File: config.mk
export PLATFORM = sky130hd
export DESIGN_NAME = ascwd_top
export DESIGN_NICKNAME = d
export VERILOG_FILES = /design/src/ascwd_pkg.sv /design/src/ascwd_top.sv /design/src/ascwd_tick.sv /design/src/ascwd_scan_port.sv
export SDC_FILE = /design/constraint.sdc
export NUM_CORES = 1
export LEC_CHECK = 0
export ABC_AREA = 1
export BUFFER_PORTS_ARGS = -buffer_cell sky130_fd_sc_hd__buf_2
export CAP_MARGIN = 20
export CORE_AREA = 5 5 192 240
export CTS_BUF_LIST = sky130_fd_sc_hd__clkbuf_16
export DETAILED_ROUTE_END_ITERATION = 10
export DIE_AREA = 0 0 197 245
export GPL_TIMING_DRIVEN = 1
export PLACE_DENSITY = 0.75
export SYNTH_ARGS = -nofsm -noshare
export SYNTH_HDL_FRONTEND = slang
export SYNTH_SLANG_ARGS = --single-unit
File: constraint.sdc
create_clock -name clk_i -period 2.97 [get_ports clk_i]
set_input_delay 0.594 -clock clk_i [delete_from_list [all_inputs] [get_ports clk_i]]
set_output_delay 0.594 -clock clk_i [all_outputs]
set_load 0.05 [all_outputs]
File: src/ascwd_pkg.sv
// Purpose: Shared constants and types for the auto-scan communications watchdog.
// Assumes: 250 MHz system clock, classic Wishbone register access.
// Notes: Registers are 16 bits wide, one per 32-bit word.
package ascwd_pkg;
  localparam int ASCWD_NPORTS = 5;
  localparam int ASCWD_NENTRIES = 48;
  localparam int ASCWD_STAT_BITS = 16;
  localparam int ASCWD_STAT_WORDS = 3;
  // Register word indices; byte address is four times the index.
  localparam logic [15:0] ASCWD_IDX_COUNTDOWN = 16'h1ffd;
  localparam logic [15:0] ASCWD_IDX_PORT_MASK = 16'h1ffe;
  localparam logic [15:0] ASCWD_IDX_INTERVAL = 16'h1ff0;
  localparam logic [15:0] ASCWD_IDX_ENTRY_EN = 16'h1ff1;
  localparam logic [15:0] ASCWD_IDX_STATUS0 = 16'h1ff4;
  localparam logic [15:0] ASCWD_IDX_RUNNING = 16'h1ff8;
  localparam logic [15:0] ASCWD_COUNTDOWN_RST = 16'h0000;
  localparam logic [15:0] ASCWD_PORT_MASK_RST = 16'h0000;
  localparam logic [15:0] ASCWD_INTERVAL_RST = 16'h0000;
  localparam int ASCWD_CLK_HZ = 250000000;
  localparam int ASCWD_TICK_MS = 10;
  localparam int ASCWD_TICK_CYCLES = ASCWD_CLK_HZ / 1000 * ASCWD_TICK_MS;
  typedef struct packed {
    logic cyc;
    logic stb;
    logic we;
    logic [3:0] sel;
    logic [15:0] adr;
    logic [31:0] dat;
  } ascwd_wb_req_t;
  typedef struct packed {
    logic [ASCWD_NPORTS-1:0] ok;
    logic [ASCWD_NPORTS-1:0] err;
    logic [5:0] entry;
  } ascwd_reply_t;
endpackage

File: src/ascwd_top.sv
// Purpose: Communications-loss watchdog gating auto-scan on five ports.
// Assumes: Classic Wishbone slave, one aligned 32-bit word per register.
// Notes: Answers every access with ack one cycle after the request is seen.
//
// Decided for this implementation: register access over Wishbone.
`timescale 1ns/1ps
`default_nettype none
module ascwd_top
  import ascwd_pkg::*;
#(
  parameter int TICK_CYCLES = ASCWD_TICK_CYCLES
) (
  // Clock and reset
  input wire logic clk_i,
  input wire logic rst_i,
  // Wishbone slave
  input wire logic cyc_i,
  input wire logic stb_i,
  input wire logic we_i,
  input wire logic [3:0] sel_i,
  input wire logic [17:0] adr_i,
  input wire logic [31:0] dat_i,
  output logic [31:0] dat_o,
  output logic ack_o,
  // Reply results from the port engines
  input wire ascwd_reply_t reply_i,
  // Scan engine controls
  output logic [ASCWD_NPORTS-1:0] scan_run_o,
  output logic [ASCWD_NPORTS-1:0] poll_o,
  output logic expired_o
);
  ////////////////////////////////////////////////////////////////////////////////
  logic [15:0] countdown;
  logic [15:0] port_mask;
  logic [15:0] interval;
  logic [ASCWD_NENTRIES-1:0] entry_en;
  logic tick;
  logic [ASCWD_NENTRIES-1:0] status [ASCWD_NPORTS];
  logic [ASCWD_NPORTS-1:0] poll;
  logic [ASCWD_NPORTS-1:0] next_run;
  ascwd_wb_req_t req;

  assign req = '{cyc: cyc_i, stb: stb_i, we: we_i, sel: sel_i, adr: adr_i[17:2], dat: dat_i};
  wire logic access = req.cyc && req.stb && !ack_o;
  wire logic wr = access && req.we;

  function automatic logic hit(input logic [15:0] a, input logic [15:0] idx);
    return a == idx;
  endfunction

  // Merges a 16-bit write under byte enables.
  function automatic logic [15:0] merge16(input logic [15:0] old, input logic [31:0] d,
                                          input logic [3:0] s);
    return {s[1] ? d[15:8] : old[15:8], s[0] ? d[7:0] : old[7:0]};
  endfunction

  ascwd_tick #(
    .TICK_CYCLES(TICK_CYCLES)
  ) u_tick (
    .clk_i(clk_i),
    .rst_i(rst_i),
    .tick_o(tick)
  );

  ////////////////////////////////////////////////////////////////////////////////
  // Countdown: a bus write wins over the tick, so a reload is never eaten.
  always_ff @(posedge clk_i) begin
    if (rst_i) begin
      countdown <= ASCWD_COUNTDOWN_RST;
    end else if (wr && hit(req.adr, ASCWD_IDX_COUNTDOWN)) begin
      countdown <= merge16(countdown, req.dat, req.sel);
    end else if (tick && countdown != 16'h0) begin
      countdown <= countdown - 16'h1;
    end
  end

  always_ff @(posedge clk_i) begin
    if (rst_i) begin
      port_mask <= ASCWD_PORT_MASK_RST;
      interval <= ASCWD_INTERVAL_RST;
      entry_en <= '0;
    end else if (wr) begin
      if (hit(req.adr, ASCWD_IDX_PORT_MASK)) begin
        port_mask <= merge16(port_mask, req.dat, req.sel);
      end
      if (hit(req.adr, ASCWD_IDX_INTERVAL)) begin
        interval <= merge16(interval, req.dat, req.sel);
      end
      for (int w = 0; w < ASCWD_STAT_WORDS; w++) begin
        if (hit(req.adr, ASCWD_IDX_ENTRY_EN + 16'(w))) begin
          entry_en[w*ASCWD_STAT_BITS +: ASCWD_STAT_BITS] <=
            merge16(entry_en[w*ASCWD_STAT_BITS +: ASCWD_STAT_BITS], req.dat, req.sel);
        end
      end
    end
  end

  ////////////////////////////////////////////////////////////////////////////////
  // Port p runs unless its mask bit is set and the countdown is zero.
  always_comb begin
    for (int p = 0; p < ASCWD_NPORTS; p++) begin
      next_run[p] = !(port_mask[p] && countdown == 16'h0);
    end
  end

  always_ff @(posedge clk_i) begin
    if (rst_i) begin
      scan_run_o <= '0;
      expired_o <= 1'b0;
    end else begin
      scan_run_o <= next_run;
      expired_o <= (countdown == 16'h0);
    end
  end

  for (genvar g = 0; g < ASCWD_NPORTS; g++) begin : g_port
    ascwd_scan_port #(
      .NENTRIES(ASCWD_NENTRIES)
    ) u_port (
      .clk_i(clk_i),
      .rst_i(rst_i),
      .tick_i(tick),
      .run_i(scan_run_o[g]),
      .interval_i(interval),
      .entry_en_i(entry_en),
      .ok_i(reply_i.ok[g]),
      .err_i(reply_i.err[g]),
      .entry_i(reply_i.entry),
      .poll_o(poll[g]),
      .status_o(status[g])
    );
  end

  always_ff @(posedge clk_i) begin
    if (rst_i) begin
      poll_o <= '0;
    end else begin
      poll_o <= poll;
    end
  end

  ////////////////////////////////////////////////////////////////////////////////
  // Read mux; unmapped addresses read zero and still acknowledge.
  always_ff @(posedge clk_i) begin
    if (rst_i) begin
      ack_o <= 1'b0;
      dat_o <= 32'h0;
    end else begin
      ack_o <= access;
      dat_o <= 32'h0;
      if (access && !req.we) begin
        if (hit(req.adr, ASCWD_IDX_RUNNING)) begin
          dat_o <= {27'h0, scan_run_o};
        end
        for (int w = 0; w < ASCWD_STAT_WORDS; w++) begin
          if (hit(req.adr, ASCWD_IDX_ENTRY_EN + 16'(w))) begin
            dat_o <= {16'h0, entry_en[w*ASCWD_STAT_BITS +: ASCWD_STAT_BITS]};
          end
        end
        // Status words: port p, word w at STATUS0 + 3*p + w.
        for (int p = 0; p < ASCWD_NPORTS; p++) begin
          for (int w = 0; w < ASCWD_STAT_WORDS; w++) begin
            if (hit(req.adr, ASCWD_IDX_STATUS0 + 16'(p * ASCWD_STAT_WORDS + w))) begin
              dat_o <= {16'h0, status[p][w*ASCWD_STAT_BITS +: ASCWD_STAT_BITS]};
            end
          end
        end
        // The status range overlaps RUNNING, countdown and port mask; countdown, port mask and interval are decoded last and win, but status overrides RUNNING.
        if (hit(req.adr, ASCWD_IDX_COUNTDOWN)) begin
          dat_o <= {16'h0, countdown};
        end else if (hit(req.adr, ASCWD_IDX_PORT_MASK)) begin
          dat_o <= {16'h0, port_mask};
        end else if (hit(req.adr, ASCWD_IDX_INTERVAL)) begin
          dat_o <= {16'h0, interval};
        end
      end
    end
  end
endmodule
`default_nettype wire

File: src/ascwd_tick.sv
// Purpose: Free-running 10 ms tick generator.
// Assumes: Synchronous active-high reset.
// Notes: Period is a parameter so simulation can shorten it.
`timescale 1ns/1ps
`default_nettype none
module ascwd_tick #(
  parameter int TICK_CYCLES = 2500000
) (
  // Clock and reset
  input wire logic clk_i,
  input wire logic rst_i,
  // Tick out
  output logic tick_o
);
  logic [31:0] cnt;
  always_ff @(posedge clk_i) begin
    if (rst_i) begin
      cnt <= 32'h0;
      tick_o <= 1'b0;
    end else if (cnt == 32'(TICK_CYCLES - 1)) begin
      cnt <= 32'h0;
      tick_o <= 1'b1;
    end else begin
      cnt <= cnt + 32'h1;
      tick_o <= 1'b0;
    end
  end
endmodule
`default_nettype wire

File: src/ascwd_scan_port.sv
// Purpose: Per-port scan pacing and per-entry status bits.
// Assumes: Reply results arrive as single-cycle pulses from the port engine.
// Notes: A stopped port clears every status bit and issues no polls.
`timescale 1ns/1ps
`default_nettype none
module ascwd_scan_port
  import ascwd_pkg::*;
#(
  parameter int NENTRIES = 48
) (
  // Clock and reset
  input wire logic clk_i,
  input wire logic rst_i,
  // Control
  input wire logic tick_i,
  input wire logic run_i,
  input wire logic [15:0] interval_i,
  input wire logic [NENTRIES-1:0] entry_en_i,
  // Reply results
  input wire logic ok_i,
  input wire logic err_i,
  input wire logic [5:0] entry_i,
  // Outputs
  output logic poll_o,
  output logic [NENTRIES-1:0] status_o
);
  logic [15:0] gap;
  wire logic active = run_i && (interval_i != 16'h0);
  // Polls are spaced by the interval in ticks; a zero interval stops polling but not the status bits.
  always_ff @(posedge clk_i) begin
    if (rst_i || !active) begin
      gap <= 16'h0;
      poll_o <= 1'b0;
    end else if (tick_i) begin
      if (gap <= 16'h1) begin
        gap <= interval_i;
        poll_o <= 1'b1;
      end else begin
        gap <= gap - 16'h1;
        poll_o <= 1'b0;
      end
    end else begin
      poll_o <= 1'b0;
    end
  end
  // A success sets the entry's bit; error or disable clears it.
  always_ff @(posedge clk_i) begin
    if (rst_i || !run_i) begin
      status_o <= '0;
    end else begin
      for (int i = 0; i < NENTRIES; i++) begin
        if (!entry_en_i[i]) begin
          status_o[i] <= 1'b0;
        end else if (ok_i && entry_i == 6'(i)) begin
          status_o[i] <= 1'b1;
        end else if (err_i && entry_i == 6'(i)) begin
          status_o[i] <= 1'b0;
        end
      end
    end
  end
endmodule
`default_nettype wire

==> flow_summary_export.csv, run 1 <==
group,metric,value,unit
logic_synthesis,synth-simple-area-share,0.289,
drt,dr.pass1.iters,7,
timing,slew_violations,0,
clock_tree,cts_buffer_depth,3,
power_and_ir_drop,netSwitchingPower,3.12,mW
logic_synthesis,synth_ff_type,"dfxtp_1",
drt,vias_per_cell,5.88,
logic_synthesis,yosysMostFrequentCell,"nand2_1",
floorplan,fp.dieW,197,microns
layout,drive_gt1_frac,0.144,
logic_synthesis,ys_seq_area_frac,0.382,
clock_tree,clkTransAtPathRegs,0.06,ns
timing,worst-slew-pin-transition,0.848,ns
clock_tree,cts_sinks,450,
timing,holdWs,0.277,ns
layout,antennaDiodeCount,0,
layout,nFillCells,4022,
floorplan,start_util,0.540,
floorplan,core_area,43700,sq um
logic_synthesis,yosysTopAreaCell,"dfxtp_1",
clock_tree,holdBufCountCts,0,
timing,slew_headroom,0.434,
setup_path,cpLargestDelayFamily,"simple AND/OR/NAND/NOR gates",
grt,antenna_found_initial,3,
setup_path,arrival,3.28,ns
power_and_ir_drop,seq_power_share,0.460,
logic_synthesis,async_reset_ff_frac,0,
logic_synthesis,synth_top_area_share,0.382,
power_and_ir_drop,pwr-share-clk,0.497,
power_and_ir_drop,max-vdd-ir-drop,654,uV
setup_path,worstPathRequired,3.45,ns
grt,grt_pass1_vias,22645,
timing,hold_viol_final,0,
layout,final_util,0.625,
logic_synthesis,ys_seq_elements,450,
power_and_ir_drop,p_comb_frac,0.043,
logic_synthesis,ys_warn_count,0,
logic_synthesis,synth_edf_count,0,
timing,setup_viol,0,
power_and_ir_drop,swShare,0.237,
floorplan,dieArea,48300,sq um
clock_tree,cts_tree,"built",
logic_synthesis,ys_top_cells_by_count,"nand2_1, dfxtp_1, inv_1",
placement,dp_hpwl,55.1,mm
grt,grt_start_max_net_pins,84,
grt,grt_pass1_wl,124,mm
setup_path,r2r_slack,0.28,ns
timing,fin_crit,2.80,ns
timing,fin_crit_sh,0.941,
flow_run,drv_cap,0,
logic_synthesis,synth_mux_area_frac,0,
timing,grt_setup_unrepaired,"true",
setup_path,slowest_delay,0.19,ns
drt,via_count,24765,
floorplan,rows,86,
layout,syn_to_final_growth,15.7,%
timing,max_freq,0.358,GHz
logic_synthesis,ys_types,57,
power_and_ir_drop,p_int,10.0,mW
floorplan,die_h,245,microns
clock_tree,clkLatencyLatePin,0.61,ns
setup_path,start_kind,"primary input",
drt,drc,0,
setup_path,crit_type,"primary input to flop",
drt,ant_nets,0,
grt,grt_overflow,0,
power_and_ir_drop,p_per_area,481,nW/um^2
setup_path,crit_path_max_fanout,4,
drt,wl,81.2,mm
logic_synthesis,synth.area.top_cells,"dfxtp_1, nand2_1, a21oi_1",
layout,layout.nets,3688,
power_and_ir_drop,leakage,10.8,nW
setup_path,slowest_stage,"or2_1",
setup_path,cp_common_cell,"nand2_1",
drt,avgRoutedWirePerCell,19.3,microns
timing,finalClockSkew,0.0208,ns
logic_synthesis,synth_top_family_by_area,"simple AND/OR/NAND/NOR gates",
floorplan,io_pins,119,
clock_tree,ctsHtreeMaxLevel,2,
grt,grt_use_total,0.321,
clock_tree,ctsRootBufferMaster,"clkbuf_16",
logic_synthesis,synth_area,23600,sq um
run_status,status,"finished, final reports clean",
logic_synthesis,yosys.area_share.adder,0.00636,
logic_synthesis,syn_inst,3471,
setup_path,path_buf_inv,5,
logic_synthesis,synth_compound_area_frac,0.214,
placement,io_buffers,82,
clock_tree,cts_made_buffers,47,
setup_path,worst_setup_path_end_kind,"flop",
worst_hold_path,hold_path.class,"primary input to flop",
logic_synthesis,syn_avg_cell_area,6.80,sq um
drt,drt_iter0_drc,2543,
placement,gp_congestion,0.958,
logic_synthesis,synth-xor-area-share,0.0134,
-- metrics by stage --
stage,std cells,instance area (sq um),power [mW],setup TNS (ns),setup WS (ns)
finish,4211,27300,13.2,0,0.175
CTS,4200,27000,13.2,0,0.161
floorplan,3486,23700,6.51,0,0.174
global placement,4113,25300,6.72,-5.12,-0.401
detailed placement,4113,25300,6.72,-5.50,-0.426
global route,4211,27300,13.5,-0.225,-0.110
-- final timing paths --
check                     startpoint              to  depth (start not counted)
min                         dat_i[0]    countdown[0]                          3
min reg2reg  g_port[4].u_port.poll_o       poll_o[4]                          2
max                        adr_i[17]       dat_o[11]                         32
max reg2reg            u_tick.cnt[0]  u_tick.cnt[31]                         20
-- power by group through the flow --
stage | Combinational, mW | Clock [mW] | Sequential (mW)
after detailed placement | 0.537 | 0 | 6.18
after floorplan | 0.320 | 0 | 6.19
after CTS | 0.539 | 6.59 | 6.05
after global routing | 0.588 | 6.82 | 6.05
after global placement | 0.537 | 0 | 6.18
final | 0.571 | 6.53 | 6.05
-- worst min-delay path, delay by kind of cell --
| family | cells | cell delay (ns) |
|---|---|---|
| buffers and inverters | 1 | 0.11 |
| AO/OA/AOI/OAI | 1 | 0.07 |
| AND/OR/NAND/NOR | 1 | 0.06 |
-- flip-flops by register name, summed over array words and instances, names as in the netlist, 16 cells and up --
signal                  count
dat_o                      16
entry_en                   48
g_port.u_port.gap          80
g_port.u_port.status_o    208
interval                   16
u_tick.cnt                 32
countdown                  16
port_mask                  16
-- cell type report --
cell class | count | area, sq um | area share
Clock inverter | 40 | 508 | 0.0186
Inverter | 361 | 1360 | 0.0497
Timing Repair Buffer | 262 | 1990 | 0.0728
Multi-Input combinational cell | 2479 | 12600 | 0.460
Tap cell | 572 | 716 | 0.0262
Clock buffer | 47 | 1180 | 0.0431
Sequential cell | 450 | 9010 | 0.330
-- placed cells by master (no fill, tap or decap), types with 21 or more instances in the layout --
master,n
or2_2,78
nor4_1,25
inv_1,342
a22oi_1,159
xor2_1,21
nand2_1,757
clkbuf_16,48
o21ai_0,234
buf_4,160
nand2_2,26
nand4_1,22
nand3_1,61
nor2_1,278
o211ai_1,34
buf_2,78
nor3_1,229
a21oi_1,339
dfxtp_1,450
-- per-layer routing --
metal  routed length, microns  share of wire  GRT usage  vias to the layer above
li1                         -              -          -                    11827
met1                    29600           0.36      0.384                    11180
met2                    37100           0.46      0.531                     1337
met3                     7940          0.098     0.0586                      415
met4                     6620          0.082      0.204                        6
met5                       39        0.00048          0                        -
-- kinds of logic after synthesis --
logic type,count (synthesis)
AO/OA/AOI/OAI,864
XOR/XNOR,36
adder cells (fa/ha/maj),12
buffers and inverters,558
flip-flops,450
other,1
AND/OR/NAND/NOR,1550
-- timing repair --
item	4_1_cts	5_1_grt
setup buffers	0	9
hold endpoints to repair	0	0
endpoints found under the setup margin	0	11
resized for setup	0	58
No activity file was read; power rests on OpenSTA's default activity.
==> inputs of run 2 (changes only) <==
--- a/config.mk
+++ b/config.mk
@@ -6,7 +6,7 @@
 export NUM_CORES = 1
 export LEC_CHECK = 0
 export ABC_AREA = 1
-export BUFFER_PORTS_ARGS = -buffer_cell sky130_fd_sc_hd__buf_2
+export BUFFER_PORTS_ARGS = -buffer_cell sky130_fd_sc_hd__buf_4
 export CAP_MARGIN = 20
 export CORE_AREA = 5 5 192 240
 export CTS_BUF_LIST = sky130_fd_sc_hd__clkbuf_16
==> flow_summary_export.csv, run 2 (synthesis results as in run 1) <==
group,metric,value,unit
power_and_ir_drop,max-vdd-ir-drop,537,uV
drt,drc,0,
clock_tree,holdBufCountCts,0,
drt,drt_iter0_drc,2767,
clock_tree,clkTransAtPathRegs,0.06,ns
floorplan,fp.dieW,197,microns
grt,grt_use_total,0.330,
clock_tree,cts_sinks,450,
layout,largest_reg_flops,208,
layout,final_cell_mix,"nand2_1, dfxtp_1, inv_1",
floorplan,dieArea,48300,sq um
drt,vias_per_cell,5.98,
layout,antennaDiodeCount,0,
setup_path,rr_endpoint,"u_tick.cnt[31]",
timing,setup_viol,0,
layout,nFillCells,3920,
drt,wl,83.5,mm
setup_path,start_kind,"primary input",
power_and_ir_drop,p_per_area,454,nW/um^2
grt,grt_pass1_vias,23847,
layout,multiInputGateArea,12600,sq um
drt,dr.pass1.iters,8,
setup_path,rr_worst_depth,20,
floorplan,die_h,245,microns
layout,final_common_cell,"nand2_1",
worst_hold_path,hold_path.class,"primary input to flop",
drt,ant_nets,0,
floorplan,io_pins,119,
setup_path,crit_type,"primary input to flop",
setup_path,cp_common_cell,"nand2_1",
placement,gp_congestion,0.991,
layout,layout.nets,3688,
flow_run,drv_cap,0,
drt,via_count,25181,
setup_path,slowest_stage,"buf_4",
timing,max_freq,0.344,GHz
layout,syn_to_final_growth,15.4,%
floorplan,start_util,0.540,
setup_path,reg2reg_from,"u_tick.cnt[0]",
timing,worst-slew-pin-transition,0.978,ns
timing,fin_crit_sh,0.980,
clock_tree,cts_tree,"built",
layout,largest_registers,"g_port.u_port.status_o: 208 flops, g_port.u_port.gap: 80 flops, entry_en: 48 flops",
timing,slew_violations,0,
timing,grt_setup_unrepaired,"true",
placement,dp_hpwl,56.6,mm
clock_tree,ctsRootBufferMaster,"clkbuf_16",
grt,grt_pass1_wl,128,mm
setup_path,r2r_slack,0.17,ns
worst_hold_path,holdPathStages,3,
setup_path,worstPathRequired,3.45,ns
layout,regMostFlops,"g_port.u_port.status_o",
timing,slew_headroom,0.348,
setup_path,arrival,3.39,ns
clock_tree,ctsHtreeMaxLevel,2,
drt,avgRoutedWirePerCell,19.8,microns
clock_tree,cts_made_buffers,46,
grt,antenna_found_initial,0,
timing,fin_crit,2.91,ns
placement,io_buffers,82,
worst_hold_path,min_from,"dat_i[4]",
placement,place_area,25400,sq um
setup_path,crit_path_max_fanout,17,
floorplan,rows,86,
grt,grt_overflow,0,
clock_tree,clkLatencyLatePin,0.60,ns
timing,hold_viol_final,0,
layout,design_area,27200,sq um
clock_tree,cts_buffer_depth,3,
run_status,status,"finished, final reports clean",
setup_path,slowest_delay,0.31,ns
power_and_ir_drop,leakage,10.7,nW
power_and_ir_drop,power,12.4,mW
setup_path,worst_setup_path_end_kind,"flop",
timing,finalClockSkew,0.0220,ns
grt,grt_start_max_net_pins,49,
floorplan,core_area,43700,sq um
worst_hold_path,whs_endpoint,"countdown[4]",
layout,regArea,9010,sq um
layout,drive_gt1_frac,0.140,
run 2: critical path, delay by kind of cell:
family / cells / cell delay [ns]
buffers and inverters: 5 / 0.76
AO/OA/AOI/OAI: 1 / 0.06
AND/OR/NAND/NOR: 26 / 1.97
run 2: power breakdown:
part           leakage, nW  internal, mW  switching, mW
registers             3.63          6.04        0.00767
logic                 6.38         0.123          0.465
clock network        0.733          3.11           2.62
run 2: metrics by stage:
| step | setup TNS, ns | setup slack [ns] | std cells | utilization | hold WS [ns] |
|---|---|---|---|---|---|
| floorplan | 0 | 0.174 | 3486 | - | 0.388 |
| global placement | -6.82 | -0.502 | 4103 | 0.581 | 0.392 |
| detailed placement | -8.07 | -0.518 | 4103 | 0.581 | 0.397 |
| CTS | 0 | 0.0971 | 4187 | 0.614 | 0.279 |
| global route | -0.170 | -0.0566 | 4209 | 0.624 | 0.295 |
| finish | 0 | 0.0602 | 4209 | 0.624 | 0.295 |
run 2: per-layer routing:
metal / part of all wire / track usage / vias to the layer above / wire (microns)
met5: 0 / 0 / - / 0
met4: 0.077 / 0.212 / 0 / 6470
met3: 0.096 / 0.0575 / 374 / 7980
met2: 0.46 / 0.553 / 1407 / 38600
met1: 0.36 / 0.389 / 11585 / 30500
li1: - / - / 11815 / -
run 2: layout make-up:
cell class	count	area share
Clock buffer	46	0.0423
Clock inverter	38	0.0109
Inverter	361	0.0503
Multi-Input combinational cell	2478	0.461
Sequential cell	450	0.331
Tap cell	572	0.0263
Timing Repair Buffer	263	0.0784
Timing Repair inverter	1	0.000276
run 2: timing repair:
action                                  4_1_cts  5_1_grt
buffers inserted                              0       21
endpoints found under the setup margin        0       27
gates resized for setup                       0       60
run 2: how the worst max path moves through the flow:
| stage | cells past startpoint | start | endpoint | slack (ns) |
|---|---|---|---|---|
| after floorplan | 32 | adr_i[17] | dat_o[13] | 0.17 |
| after global placement | 25 | adr_i[17] | dat_o[14] | -0.50 |
| after detailed placement | 25 | adr_i[17] | dat_o[14] | -0.52 |
| after CTS | 25 | adr_i[17] | dat_o[14] | 0.1 |
| after global routing | 31 | adr_i[17] | dat_o[10] | -0.06 |
| final | 32 | adr_i[17] | dat_o[2] | 0.06 |
